### src/lpts_regs.svh
// Register offsets, field positions, reset values and bus codes for the LPC target front end
`ifndef LPTS_REGS_SVH
`define LPTS_REGS_SVH

// ==========================================================================
// AXI4-Lite register map (byte addresses)
`define LPTS_LOCK_OFS       8'h00
`define LPTS_WAIT_OFS       8'h04
`define LPTS_GPI_OFS        8'h08
`define LPTS_STATUS_OFS     8'h0c
`define LPTS_LOCK_RST       8'h00
`define LPTS_WAIT_RST       4'h2

// ==========================================================================
// Status register fields
`define LPTS_ST_AAMUX_BIT   0
`define LPTS_ST_BUSY_BIT    1
`define LPTS_ST_BLOCKED_BIT 2
`define LPTS_ST_READ_BIT    3
`define LPTS_ST_CNT_LSB     8

// ==========================================================================
// LPC field codes
`define LPTS_START          4'h0
`define LPTS_SYNC_READY     4'h0
`define LPTS_SYNC_WAIT      4'h5
`define LPTS_TAR_DRIVE      4'hf
`define LPTS_CYC_MEM        2'b01
`define LPTS_ADDR_NIBBLES   3'h7
`define LPTS_TOP_HIGH       8'hff
`define LPTS_BOTTOM_HIGH    8'h00
`define LPTS_TOP_BLOCK      3'h7
`define LPTS_GPI_REG_ADDR   19'h00100
`define LPTS_UNMAPPED_BYTE  8'hff

// ==========================================================================
// AXI responses
`define LPTS_RESP_OKAY      2'b00
`define LPTS_RESP_SLVERR    2'b10

`endif

### src/lpts_pkg.sv
// Types shared by the LPC target front end
package lpts_pkg;

  // ==========================================================================
  // Port sequencer states
  typedef enum logic [3:0] {
    LPTS_IDLE,
    LPTS_CYC,
    LPTS_ADDR,
    LPTS_WDATA,
    LPTS_TAR1,
    LPTS_TAR2,
    LPTS_SYNC,
    LPTS_RDATA,
    LPTS_TARE,
    LPTS_SKIP
  } lpts_state_e;

endpackage

### src/lpts_top.sv
// LPC target port front end: framing, chip select, window decode, protection, AXI4-Lite registers
// Contract
// - Frame low at a rising edge starts a new transaction.
// - Frame low during a transaction abandons it.
// - Frame high means continue current transaction or stay idle.
// - Address, data and control move as 4-bit nibbles on LAD both ways.
// - Respond only when A22..A19 matches the four strap inputs.
// - Top expects inverted strap; bottom expects strap with bit 0 inverted.
// - Top window A23 high is array; bottom window A23 low is array.
// - General input pin levels are readable through a general input register.
// - Interface select sampled only during reset, then held fixed.
// - Interface select low uses LPC port; high selects the alternate port.
// - Interface reset low holds reset with LAD released.
// - After reset release the device is in array read mode.
// - CPU reset acts like interface reset; either low resets.
// - LAD is sampled and driven synchronous to the bus clock.
// - Top block lock low blocks program and erase of block 7.
// - Top block lock high defers to lock register; never touches blocks 0-6.
// - Main write protect low blocks program and erase of blocks 0-6.
// - Main write protect high defers to lock register; never touches block 7.
// - A18..A0 form the byte address inside a selected window.
// - Read drives sync until waits end, then data low nibble first.
//
// Decided for this implementation: the register offsets and register access over AXI4-Lite.
`timescale 1ns/1ns
`include "lpts_regs.svh"

module lpts_top #(
  parameter int GPI_WIDTH = 5,
  parameter int BLOCKS    = 8
) (
  // Clock and reset
  input  wire logic        aclk,
  input  wire logic        aresetn,
  // AXI4-Lite write address
  input  wire logic [7:0]  s_axi_awaddr,
  input  wire logic        s_axi_awvalid,
  output logic             s_axi_awready,
  // AXI4-Lite write data
  input  wire logic [31:0] s_axi_wdata,
  input  wire logic [3:0]  s_axi_wstrb,
  input  wire logic        s_axi_wvalid,
  output logic             s_axi_wready,
  // AXI4-Lite write response
  output logic [1:0]       s_axi_bresp,
  output logic             s_axi_bvalid,
  input  wire logic        s_axi_bready,
  // AXI4-Lite read address
  input  wire logic [7:0]  s_axi_araddr,
  input  wire logic        s_axi_arvalid,
  output logic             s_axi_arready,
  // AXI4-Lite read data
  output logic [31:0]      s_axi_rdata,
  output logic [1:0]       s_axi_rresp,
  output logic             s_axi_rvalid,
  input  wire logic        s_axi_rready,
  // LPC pins
  input  wire logic [3:0]  lad_in,
  output logic [3:0]       lad_out,
  output logic             lad_oe,
  input  wire logic        lframe_n,
  input  wire logic        interface_reset_n,
  input  wire logic        cpu_reset_n,
  // Straps and general inputs
  input  wire logic [3:0]  chip_id_strap,
  input  wire logic [4:0]  general_input,
  input  wire logic        interface_select,
  input  wire logic        top_block_lock_n,
  input  wire logic        main_write_protect_n,
  input  wire logic        reserved_pin,
  // Array core port
  output logic [18:0]      array_addr,
  output logic             array_rd,
  output logic             array_prog,
  output logic [7:0]       array_wdata,
  input  wire logic [7:0]  array_rdata,
  // Mode
  output logic             aamux_mode,
  output logic             array_read_mode
);

  // ==========================================================================
  // Elaboration checks
  if (GPI_WIDTH != 5 || BLOCKS != 8) begin : g_chk
    $error("lpts_top serves five general inputs and eight blocks only");
  end

  // ==========================================================================
  // Helpers
  function automatic logic is_blocked(input logic [2:0] blk, input logic [7:0] lock,
                                      input logic tbl_n, input logic wp_n);
    if (blk == `LPTS_TOP_BLOCK) begin
      is_blocked = !tbl_n || lock[blk];
    end else begin
      is_blocked = !wp_n || lock[blk];
    end
  endfunction

  // ==========================================================================
  // Reset and mode
  logic rst_int;
  logic unused_pin;
  assign rst_int    = !aresetn || !interface_reset_n || !cpu_reset_n;
  assign unused_pin = reserved_pin;

  always_ff @(posedge aclk) begin
    if (rst_int) begin
      aamux_mode <= interface_select;
    end
  end

  // ==========================================================================
  // General input register
  logic [4:0] gpi_q;
  always_ff @(posedge aclk) begin
    if (rst_int) begin
      gpi_q <= 5'h00;
    end else begin
      gpi_q <= general_input;
    end
  end

  // ==========================================================================
  // Software registers
  logic [7:0]  lock_q;
  logic [3:0]  wait_q;
  logic        blocked_q;
  logic [7:0]  blocked_cnt_q;
  logic        read_mode_q;
  logic        aw_got_q;
  logic        w_got_q;
  logic [7:0]  awaddr_q;
  logic [31:0] wdata_q;
  logic [3:0]  wstrb_q;

  // ==========================================================================
  // Port sequencer
  lpts_pkg::lpts_state_e state_q;
  lpts_pkg::lpts_state_e state_d;
  logic [2:0]  cnt_q;
  logic [2:0]  cnt_d;
  logic [31:0] addr_q;
  logic        dir_wr_q;
  logic        in_array_q;
  logic [7:0]  wbyte_q;
  logic [7:0]  rbyte_q;
  logic [7:0]  rd_byte;
  logic        top_hit;
  logic        bot_hit;
  logic        sel_array;
  logic [31:0] addr_full;

  assign addr_full = {addr_q[27:0], lad_in};
  assign top_hit = addr_full[31:24] == `LPTS_TOP_HIGH && addr_full[22:19] == ~chip_id_strap;
  assign bot_hit = addr_full[31:24] == `LPTS_BOTTOM_HIGH &&
                   addr_full[22:19] == {chip_id_strap[3:1], ~chip_id_strap[0]};
  assign sel_array = top_hit ? addr_full[23] : ~addr_full[23];
  assign rd_byte = in_array_q ? array_rdata :
                   (addr_q[18:0] == `LPTS_GPI_REG_ADDR) ? {3'h0, gpi_q} : `LPTS_UNMAPPED_BYTE;

  always_comb begin
    state_d = state_q;
    cnt_d   = cnt_q;
    if (aamux_mode) begin
      state_d = lpts_pkg::LPTS_IDLE;
    end else if (!lframe_n) begin
      state_d = (lad_in == `LPTS_START) ? lpts_pkg::LPTS_CYC : lpts_pkg::LPTS_IDLE;
      cnt_d   = 3'h0;
    end else begin
      case (state_q)
        lpts_pkg::LPTS_IDLE: begin
          state_d = lpts_pkg::LPTS_IDLE;
        end
        lpts_pkg::LPTS_CYC: begin
          state_d = (lad_in[3:2] == `LPTS_CYC_MEM) ? lpts_pkg::LPTS_ADDR : lpts_pkg::LPTS_SKIP;
          cnt_d   = 3'h0;
        end
        lpts_pkg::LPTS_ADDR: begin
          cnt_d = cnt_q + 3'h1;
          if (cnt_q == `LPTS_ADDR_NIBBLES) begin
            if (!(top_hit || bot_hit)) begin
              state_d = lpts_pkg::LPTS_SKIP;
            end else begin
              state_d = dir_wr_q ? lpts_pkg::LPTS_WDATA : lpts_pkg::LPTS_TAR1;
            end
            cnt_d = 3'h0;
          end
        end
        lpts_pkg::LPTS_WDATA: begin
          cnt_d = 3'h1;
          if (cnt_q == 3'h1) begin
            state_d = lpts_pkg::LPTS_TAR1;
            cnt_d   = 3'h0;
          end
        end
        lpts_pkg::LPTS_TAR1: begin
          state_d = lpts_pkg::LPTS_TAR2;
        end
        lpts_pkg::LPTS_TAR2: begin
          state_d = lpts_pkg::LPTS_SYNC;
          cnt_d   = dir_wr_q ? 3'h0 : wait_q[2:0];
        end
        lpts_pkg::LPTS_SYNC: begin
          if (cnt_q == 3'h0) begin
            state_d = dir_wr_q ? lpts_pkg::LPTS_TARE : lpts_pkg::LPTS_RDATA;
          end else begin
            cnt_d = cnt_q - 3'h1;
          end
        end
        lpts_pkg::LPTS_RDATA: begin
          cnt_d = 3'h1;
          if (cnt_q == 3'h1) begin
            state_d = lpts_pkg::LPTS_TARE;
            cnt_d   = 3'h0;
          end
        end
        lpts_pkg::LPTS_TARE: begin
          state_d = lpts_pkg::LPTS_IDLE;
        end
        lpts_pkg::LPTS_SKIP: begin
          state_d = lpts_pkg::LPTS_SKIP;
        end
        default: begin
          state_d = lpts_pkg::LPTS_IDLE;
        end
      endcase
    end
  end

  // State and counters
  always_ff @(posedge aclk) begin
    if (rst_int) begin
      state_q <= lpts_pkg::LPTS_IDLE;
      cnt_q   <= 3'h0;
    end else begin
      state_q <= state_d;
      cnt_q   <= cnt_d;
    end
  end

  // Field capture
  always_ff @(posedge aclk) begin
    if (rst_int) begin
      addr_q     <= 32'h0;
      dir_wr_q   <= 1'b0;
      in_array_q <= 1'b0;
      wbyte_q    <= 8'h00;
    end else begin
      if (state_q == lpts_pkg::LPTS_CYC && lframe_n) begin
        dir_wr_q <= lad_in[1];
      end
      if (state_q == lpts_pkg::LPTS_ADDR && lframe_n) begin
        addr_q <= addr_full;
        if (cnt_q == `LPTS_ADDR_NIBBLES) begin
          in_array_q <= sel_array;
        end
      end
      if (state_q == lpts_pkg::LPTS_WDATA && lframe_n) begin
        if (cnt_q == 3'h0) begin
          wbyte_q[3:0] <= lad_in;
        end else begin
          wbyte_q[7:4] <= lad_in;
        end
      end
    end
  end

  // LAD drive
  always_ff @(posedge aclk) begin
    if (rst_int) begin
      lad_oe  <= 1'b0;
      lad_out <= 4'h0;
      rbyte_q <= 8'h00;
    end else begin
      lad_oe  <= state_d == lpts_pkg::LPTS_SYNC || state_d == lpts_pkg::LPTS_RDATA ||
                 state_d == lpts_pkg::LPTS_TARE;
      lad_out <= 4'h0;
      case (state_d)
        lpts_pkg::LPTS_SYNC: begin
          lad_out <= (cnt_d != 3'h0) ? `LPTS_SYNC_WAIT : `LPTS_SYNC_READY;
        end
        lpts_pkg::LPTS_RDATA: begin
          if (cnt_d == 3'h0) begin
            lad_out <= rd_byte[3:0];
            rbyte_q <= rd_byte;
          end else begin
            lad_out <= rbyte_q[7:4];
          end
        end
        lpts_pkg::LPTS_TARE: begin
          lad_out <= `LPTS_TAR_DRIVE;
        end
        default: begin
          lad_out <= 4'h0;
        end
      endcase
    end
  end

  // Array core requests
  always_ff @(posedge aclk) begin
    if (rst_int) begin
      array_addr    <= 19'h0;
      array_rd      <= 1'b0;
      array_prog    <= 1'b0;
      array_wdata   <= 8'h00;
      blocked_q     <= 1'b0;
      blocked_cnt_q <= 8'h00;
    end else begin
      array_rd   <= 1'b0;
      array_prog <= 1'b0;
      if (state_q == lpts_pkg::LPTS_TAR2 && state_d == lpts_pkg::LPTS_SYNC && in_array_q) begin
        array_addr <= addr_q[18:0];
        if (!dir_wr_q) begin
          array_rd <= 1'b1;
        end else if (is_blocked(addr_q[18:16], lock_q, top_block_lock_n, main_write_protect_n)) begin
          blocked_q     <= 1'b1;
          blocked_cnt_q <= blocked_cnt_q + 8'h01;
        end else begin
          array_prog  <= 1'b1;
          array_wdata <= wbyte_q;
          blocked_q   <= 1'b0;
        end
      end
    end
  end

  // Mode flag
  always_ff @(posedge aclk) begin
    if (rst_int) begin
      read_mode_q <= 1'b1;
    end else if (array_prog) begin
      read_mode_q <= 1'b0;
    end else if (state_q == lpts_pkg::LPTS_IDLE) begin
      read_mode_q <= 1'b1;
    end
  end
  assign array_read_mode = read_mode_q;

  // ==========================================================================
  // AXI4-Lite write path
  always_ff @(posedge aclk) begin
    if (!aresetn) begin
      s_axi_awready <= 1'b0;
      s_axi_wready  <= 1'b0;
      s_axi_bvalid  <= 1'b0;
      s_axi_bresp   <= `LPTS_RESP_OKAY;
      aw_got_q      <= 1'b0;
      w_got_q       <= 1'b0;
      awaddr_q      <= 8'h00;
      wdata_q       <= 32'h0;
      wstrb_q       <= 4'h0;
      lock_q        <= `LPTS_LOCK_RST;
      wait_q        <= `LPTS_WAIT_RST;
    end else begin
      s_axi_awready <= !s_axi_awready && s_axi_awvalid && !aw_got_q && !s_axi_bvalid;
      s_axi_wready  <= !s_axi_wready && s_axi_wvalid && !w_got_q && !s_axi_bvalid;
      if (s_axi_awvalid && s_axi_awready) begin
        aw_got_q <= 1'b1;
        awaddr_q <= s_axi_awaddr;
      end
      if (s_axi_wvalid && s_axi_wready) begin
        w_got_q <= 1'b1;
        wdata_q <= s_axi_wdata;
        wstrb_q <= s_axi_wstrb;
      end
      if (aw_got_q && w_got_q && !s_axi_bvalid) begin
        aw_got_q     <= 1'b0;
        w_got_q      <= 1'b0;
        s_axi_bvalid <= 1'b1;
        s_axi_bresp  <= `LPTS_RESP_OKAY;
        case (awaddr_q)
          `LPTS_LOCK_OFS: begin
            if (wstrb_q[0]) begin
              lock_q <= wdata_q[7:0];
            end
          end
          `LPTS_WAIT_OFS: begin
            if (wstrb_q[0]) begin
              wait_q <= {1'b0, wdata_q[2:0]};
            end
          end
          `LPTS_GPI_OFS, `LPTS_STATUS_OFS: begin
            s_axi_bresp <= `LPTS_RESP_OKAY;
          end
          default: begin
            s_axi_bresp <= `LPTS_RESP_SLVERR;
          end
        endcase
      end else if (s_axi_bvalid && s_axi_bready) begin
        s_axi_bvalid <= 1'b0;
      end
    end
  end

  // ==========================================================================
  // AXI4-Lite read path
  always_ff @(posedge aclk) begin
    if (!aresetn) begin
      s_axi_arready <= 1'b0;
      s_axi_rvalid  <= 1'b0;
      s_axi_rdata   <= 32'h0;
      s_axi_rresp   <= `LPTS_RESP_OKAY;
    end else begin
      s_axi_arready <= !s_axi_arready && s_axi_arvalid && !s_axi_rvalid;
      if (s_axi_arvalid && s_axi_arready) begin
        s_axi_rvalid <= 1'b1;
        s_axi_rresp  <= `LPTS_RESP_OKAY;
        s_axi_rdata  <= 32'h0;
        case (s_axi_araddr)
          `LPTS_LOCK_OFS: begin
            s_axi_rdata <= {24'h0, lock_q};
          end
          `LPTS_WAIT_OFS: begin
            s_axi_rdata <= {28'h0, wait_q};
          end
          `LPTS_GPI_OFS: begin
            s_axi_rdata <= {27'h0, gpi_q};
          end
          `LPTS_STATUS_OFS: begin
            s_axi_rdata[`LPTS_ST_AAMUX_BIT]   <= aamux_mode;
            s_axi_rdata[`LPTS_ST_BUSY_BIT]    <= state_q != lpts_pkg::LPTS_IDLE;
            s_axi_rdata[`LPTS_ST_BLOCKED_BIT] <= blocked_q;
            s_axi_rdata[`LPTS_ST_READ_BIT]    <= read_mode_q;
            s_axi_rdata[`LPTS_ST_CNT_LSB +: 8] <= blocked_cnt_q;
          end
          default: begin
            s_axi_rresp <= `LPTS_RESP_SLVERR;
          end
        endcase
      end else if (s_axi_rvalid && s_axi_rready) begin
        s_axi_rvalid <= 1'b0;
      end
    end
  end

endmodule

### config.mk
export PLATFORM = sky130hd
export DESIGN_NAME = lpts_top
export DESIGN_NICKNAME = d
export VERILOG_FILES = /design/src/lpts_pkg.sv /design/src/lpts_top.sv
export VERILOG_INCLUDE_DIRS = /design/src
export SDC_FILE = /design/constraint.sdc
export NUM_CORES = 1
export LEC_CHECK = 0
export BUFFER_PORTS_ARGS = -buffer_cell sky130_fd_sc_hd__buf_4
export CORE_MARGIN = 2
export CORE_UTILIZATION = 25
export DETAILED_ROUTE_END_ITERATION = 7
export MAX_ROUTING_LAYER = met4
export PLACE_DENSITY_LB_ADDON = 0.3
export REMOVE_ABC_BUFFERS = 1
export SYNTH_ARGS = -nofsm -noshare
export SYNTH_HDL_FRONTEND = slang
export SYNTH_SLANG_ARGS = --single-unit
export TNS_END_PERCENT = 10
### constraint.sdc
create_clock -name aclk -period 2.55 [get_ports aclk]
set_input_delay 0.51 -clock aclk [delete_from_list [all_inputs] [get_ports aclk]]
set_output_delay 0.51 -clock aclk [all_outputs]
set_load 0.02 [all_outputs]
==> impl_metrics.py, run 1 <==
metrics = {
    "global_route": {
        "antenna_found_initial": 0,
        "grt_pass1_vias": 5355,
        "grt_max_degree": 61,
        "grt_overflow": 0,
        "grt_pass1_wl_mm": 28.7,
        "grtUsageTotal": 0.133,
    },
    "worst_setup_path": {
        "cp-end-kind": "flop",
        "worstSetupPathType": "flop to flop",
        "slowest_stage": "or4b_4",
        "cp_num_buf_inv": 1,
        "cpMostUsedCell": "ha_1",
        "critical-path-max-stage-delay_ns": 0.57,
        "worstPathCellList": "ha_1 > ha_1 > nand2b_1 > a2111oi_1 > nor3_1 > or4b_4 > nor2_4 > buf_4 > a21oi_1 > a311oi_1",
        "crit_cells": 10,
        "required_ns": 2.88,
        "crit_family": "simple AND/OR/NAND/NOR gates",
        "ff2ff_path_depth": 10,
        "crit_fanout": 4,
        "arrival_ns": 2.81,
        "crit_path_start_kind": "flop",
    },
    "pwr": {
        "peakVddDrop_uv": 366,
        "power_density_nw_per_um2": 581,
        "finalPower_uw": 5110,
        "p_leak_uw": 0.00347,
    },
    "place": {
        "hpwl_mm": 13.2,
        "dp.cells": 1211,
        "port_buffers": 117,
        "gp_congestion": 0.921,
        "placed_cell_area_um2": 8180,
    },
    "final_layout": {
        "design_area_um2": 8800,
        "area_delta_synth_final_pct": 32.5,
        "post_layout_nonfiller_instances": 1247,
        "drive_gt1_frac": 0.259,
        "fin_nets": 992,
        "fillers": 2715,
        "num_antenna_cells": 0,
    },
    "cts": {
        "cts_hold_buf": 0,
        "clk_latency_ns": 0.43,
        "cts_buffers": 17,
        "cts_tree": "built",
        "path_clk_slew_ns": 0.07,
        "clockBufferDepth": 2,
        "root_buffer": "clkbuf_16",
        "h-tree-depth": 4,
        "cts_num_sinks": 152,
    },
    "floorplanning": {
        "num_rows": 59,
        "chipHeight_um": 167,
        "die_w_um": 167,
        "core_um2": 26100,
        "start_util": 0.255,
        "die-area_um2": 27900,
        "io_pins": 164,
    },
    "yosys": {
        "synthXorXnorAreaFrac": 0.0145,
        "yosys.area_share.simple": 0.230,
        "synth_seq_cells": 152,
        "synth_top_family_by_area": "simple AND/OR/NAND/NOR gates",
        "syn_area_um2": 6640,
        "synth_compound_area_frac": 0.141,
        "synth_mux_area_frac": 0.0858,
        "yosys_warnings": 0,
        "synth_top_flop_cell": "dfxtp_1",
        "synth_edf_count": 1,
        "syn_inst": 746,
        "synthAdderAreaFrac": 0.0113,
        "yosysUniqueCellTypes": 68,
        "synthArstFlopShare": 0,
        "syn_avg_cell_area_um2": 8.90,
        "synth.yosys.seq_area_share": 0.460,
    },
    "timing": {
        "relSlewSlack": 0.610,
        "drv_slew": 0,
        "worst_pin_slew_ns": 0.578,
        "finalHoldViolCount": 0,
        "period_needed_ns": 2.48,
        "rsz0062_at_grt": "true",
        "finalClockSkew_ns": 0.0115,
        "setup_violations": 0,
        "max_freq_mhz": 403,
        "post-route-period-util": 0.972,
        "fin_hold_ws_ns": 0.288,
    },
    "route": {
        "viasPerCell": 4.48,
        "drtAntennaViolNets": 0,
        "vias": 5591,
        "routed_wl_mm": 18.0,
        "drt-pass1-iter-count": 4,
        "drt_iter0_drc": 301,
        "wl_per_cell_um": 14.5,
        "drc": 0,
    },
    "job": {
        "drv_cap": 0,
    },
    "hold_path": {
        "hold_path_depth": 2,
        "hp-class": "primary input to flop",
    },
    "status": {
        "status": "complete, no violations",
    },
}
-- per-stage QoR --
stage | setup slack [ns] | util | TNS, ns
CTS | 0.00502 | 0.337 | 0
finish | 0.0710 | 0.338 | 0
detailed placement | -0.183 | 0.314 | -2.67
floorplan | -0.385 | - | -9.18
global placement | -0.176 | 0.314 | -2.83
global route | -0.0330 | 0.338 | -0.123
-- worst reg2reg max path: cells and delay by family, from the launching register on --
kind | cells | cell delay, ns
AO/OA/AOI/OAI | 3 | 0.35
adder cells (fa/ha/maj) | 2 | 0.46
buffers and inverters | 1 | 0.12
flip-flops | 1 | 0.33
AND/OR/NAND/NOR | 4 | 1.12
-- power breakdown --
part / leakage [µW] / switching (µW) / internal, µW
registers: 0.00123 / 17.4 / 2390
logic: 0.00197 / 142 / 133
clock network: 0.000271 / 1130 / 1290
total: 0.00347 / 1290 / 3820
-- worst paths after layout --
kind / startpoint / end / slack (ns)
max: cnt_q[0]$_SDFF_PP0_ / rbyte_q[5]$_SDFFE_PP0P_ / 0.07
min: general_input[3] / gpi_q[3]$_SDFF_PP0_ / 0.29
max reg2reg: cnt_q[0]$_SDFF_PP0_ / rbyte_q[5]$_SDFFE_PP0P_ / 0.07
min reg2reg: s_axi_rvalid$_SDFFE_PN0P_ / s_axi_arready$_SDFF_PN0_ / 0.46
-- cells in the final DEF (no fill, tap or decap), drive strengths merged, types with 10 or more instances in the layout --
cell type	Yosys	layout
a21oi	49	49
nand2b	12	12
buf	30	183
nor4	10	10
nor2	52	52
and2	11	11
o21ai	21	21
a22oi	19	19
nor2b	32	32
dfxtp	151	151
a21boi	23	23
conb	1	18
mux2i	49	49
nand2	114	114
clkbuf	36	17
inv	12	20
nand3	22	22
-- synth_stat cells (2+ instances only) --
library cell  instances  share of area
dfxtp_1             151           0.46
nand2_1             114          0.064
nor2_1               51          0.029
mux2i_1              49          0.074
a21oi_1              48          0.036
clkbuf_1             36          0.020
nor2b_1              32          0.030
a21boi_0             22          0.025
nand3_1              22          0.017
o21ai_0              20          0.015
buf_4                19          0.021
a22oi_1              18          0.020
nand2b_1             12          0.011
and2_1               11          0.010
inv_1                11         0.0062
nor4_1               10         0.0094
buf_2                 8         0.0060
nand4_1               7         0.0066
nor3_1                7         0.0053
ha_1                  6          0.011
xor2_1                6         0.0079
xnor2_1               5         0.0066
a311oi_1              4         0.0053
a31oi_1               4         0.0038
nor3b_1               4         0.0045
nor4b_1               4         0.0053
nor4bb_1              4         0.0060
o211ai_1              4         0.0045
or4_1                 4         0.0045
and3_1                3         0.0028
mux4_2                3          0.010
nand4b_1              3         0.0040
a211oi_1              2         0.0023
a32o_1                2         0.0030
and4_1                2         0.0026
buf_1                 2         0.0011
nand3b_1              2         0.0023
o21bai_1              2         0.0023
o31a_1                2         0.0026
or2_2                 2         0.0019
-- state kept, by name, summed over array words and instances, names as in the netlist, 3 cells and up --
name and count:
awaddr_q 8, rbyte_q 4, array_addr 19, lad_out 4
wdata_q 8, state_q 4, lock_q 8, blocked_cnt_q 8
array_wdata 8, s_axi_rdata 16, wbyte_q 8, gpi_q 5
addr_q 28, cnt_q 3, wait_q 3
-- timing repair --
item                       CTS  global route
cloned                       0             0
setup endpoints to repair    8             9
setup buffers                4             0
resized for setup            2             9
pin swaps                    1             2
hold endpoints to repair     0             0
-- area by class of cell --
class	instances	area, µm²	area share
multi-input combinational	533	3300	0.375
sequential	152	3060	0.347
timing repair buffer	183	1410	0.161
clock buffer	17	425	0.0484
tap	335	419	0.0477
clock inverter	15	138	0.0156
inverter	12	45.0	0.00512
-- metal layers --
metal,track usage,part of all wire
met3,0.0280,0.036
met1,0.176,0.49
met2,0.203,0.46
met4,0.0401,0.015
met5,-,0
-- logic make-up after synthesis --
| family | after synthesis |
|---|---|
| AO/OA/AOI/OAI | 142 |
| XOR/XNOR | 11 |
| adder cells (fa/ha/maj) | 6 |
| buffers and inverters | 78 |
| flip-flops | 152 |
| multiplexers | 53 |
| other | 1 |
| AND/OR/NAND/NOR | 303 |
Note: power is estimated with default switching activity, not from simulation.
==> inputs of run 2 (changes only) <==
- CORE_UTILIZATION: 25 -> 50
- clock period: 2.55 -> 2.45 ns (I/O delays scaled with it)
==> impl_metrics.py, run 2 (synthesis results as in run 1) <==
metrics = {
    "status": {
        "status": "complete, no violations",
    },
    "worst_setup_path": {
        "crit_fanout": 6,
        "cp-end-kind": "flop",
        "cp_num_buf_inv": 2,
        "worstSetupPathType": "flop to flop",
        "cpMostUsedCell": "buf_4",
        "crit_family": "simple AND/OR/NAND/NOR gates",
        "critical-path-max-stage-delay_ns": 0.54,
        "arrival_ns": 2.70,
        "crit_path_start_kind": "flop",
        "required_ns": 2.76,
        "worstPathCellList": "xnor2_1 > or4_1 > or4_4 > a22oi_4 > buf_4 > nor2_4 > buf_4 > a22oi_1 > o21bai_1",
        "slowest_stage": "or4_1",
    },
    "timing": {
        "setup_violations": 0,
        "finalHoldViolCount": 0,
        "max_freq_mhz": 418,
        "relSlewSlack": 0.612,
        "finalClockSkew_ns": 0.00706,
        "post-route-period-util": 0.976,
        "drv_slew": 0,
        "worst_pin_slew_ns": 0.577,
        "rsz0062_at_grt": "true",
        "period_needed_ns": 2.39,
        "setup_ws_ns": 0.0599,
    },
    "global_route": {
        "grt_pass1_wl_mm": 27.1,
        "grt_overflow": 0,
        "grt_pass1_vias": 5421,
        "grtUsageTotal": 0.245,
        "antenna_found_initial": 0,
        "grt_max_degree": 57,
    },
    "final_layout": {
        "largest_reg_flops": 28,
        "layout_commonest_cell": "buf_4",
        "area_delta_synth_final_pct": 31.0,
        "post_layout_nonfiller_instances": 1085,
        "design_area_um2": 8690,
        "fillers": 1053,
        "largestRegisters": "addr_q: 28 flops, array_addr: 19 flops, s_axi_rdata: 16 flops",
        "drive_gt1_frac": 0.270,
        "layout_common_cells": "174 x buf_4, 147 x dfxtp_1, 114 x nand2_1",
        "fin_nets": 989,
        "top_register": "addr_q",
        "num_antenna_cells": 0,
    },
    "floorplanning": {
        "die-area_um2": 14200,
        "num_rows": 42,
        "chipHeight_um": 119,
        "start_util": 0.507,
        "die_w_um": 119,
        "core_um2": 13100,
        "io_pins": 164,
    },
    "route": {
        "drt-pass1-iter-count": 6,
        "drtAntennaViolNets": 0,
        "routed_wl_mm": 16.9,
        "wl_per_cell_um": 15.5,
        "drt_iter0_drc": 331,
        "viasPerCell": 5.35,
        "drc": 0,
        "vias": 5800,
    },
    "place": {
        "dp.cells": 1048,
        "hpwl_mm": 12.0,
        "port_buffers": 117,
        "placed_cell_area_um2": 7960,
        "place_ws_ns": -0.214,
        "gp_congestion": 0.915,
    },
    "job": {
        "drv_cap": 0,
    },
    "pwr": {
        "power_density_nw_per_um2": 616,
        "p_int_uw": 4170,
        "pwr-share-clk": 0.480,
        "sw_frac_of_total": 0.222,
        "pwr-share-seq": 0.469,
        "p_leak_uw": 0.00349,
        "peakVddDrop_uv": 399,
        "power.share.combinational": 0.051,
        "p_switching_uw": 1190,
    },
    "cts": {
        "clockBufferDepth": 2,
        "cts_tree": "built",
        "clk_latency_ns": 0.42,
        "h-tree-depth": 4,
        "path_clk_slew_ns": 0.06,
        "root_buffer": "clkbuf_16",
        "cts_buffers": 17,
        "cts_hold_buf": 0,
        "cts_num_sinks": 152,
    },
    "hold_path": {
        "hp-class": "primary input to flop",
    },
}
-- run 2: timing repair --
action	4_1_cts	5_1_grt
pin swaps	2	8
gates cloned	1	1
buffers inserted	3	0
gates resized for setup	12	14
setup endpoints to repair	13	28
-- run 2: per-layer routing --
layer,global-route usage,routed length [µm]
met5,-,0
met1,0.319,7840
met3,0.0508,726
met2,0.385,8030
met4,0.0729,254
-- run 2: metrics by stage --
step | utilization | total power, µW | hold WS, ns | TNS (ns)
6_report | 0.664 | 5360 | 0.261 | 0
5_1_grt | 0.664 | 5520 | 0.245 | -0.0917
4_1_cts | 0.658 | 5380 | 0.247 | 0
3_5_place_dp | 0.608 | 2830 | 0.446 | -3.53
3_3_place_gp | 0.608 | 2830 | 0.439 | -2.72
2_1_floorplan | - | 2680 | 0.433 | -12.66
-- run 2: worst paths after layout --
check,startpoint,end,slack [ns],depth (start not counted)
hold / removal,interface_select,aamux_mode$_DFFE_PP_,0.26,1
setup reg to reg,addr_q[17]$_SDFFE_PP0P_,lad_out[2]$_SDFF_PP0_,0.06,9
setup / recovery,addr_q[17]$_SDFFE_PP0P_,lad_out[2]$_SDFF_PP0_,0.06,9
hold reg to reg,s_axi_rvalid$_SDFFE_PN0P_,s_axi_arready$_SDFF_PN0_,0.45,1
-- run 2: power groups by stage --
stage               logic (µW)  registers, µW  clock network, µW
CTS                        272           2510               2600
global placement           260           2560                  0
detailed placement         267           2570                  0
finish                     275           2510               2570
global route               297           2510               2710
floorplan                  107           2570                  0
-- run 2: layout make-up --
class                      count  area [µm²]  share of cell area
multi-input combinational    534        3380               0.389
sequential                   152        3060               0.352
timing repair buffer         179        1410               0.162
clock buffer                  20         457              0.0525
tap                          176         220              0.0253
clock inverter                12         125              0.0144
inverter                      12        45.0             0.00518
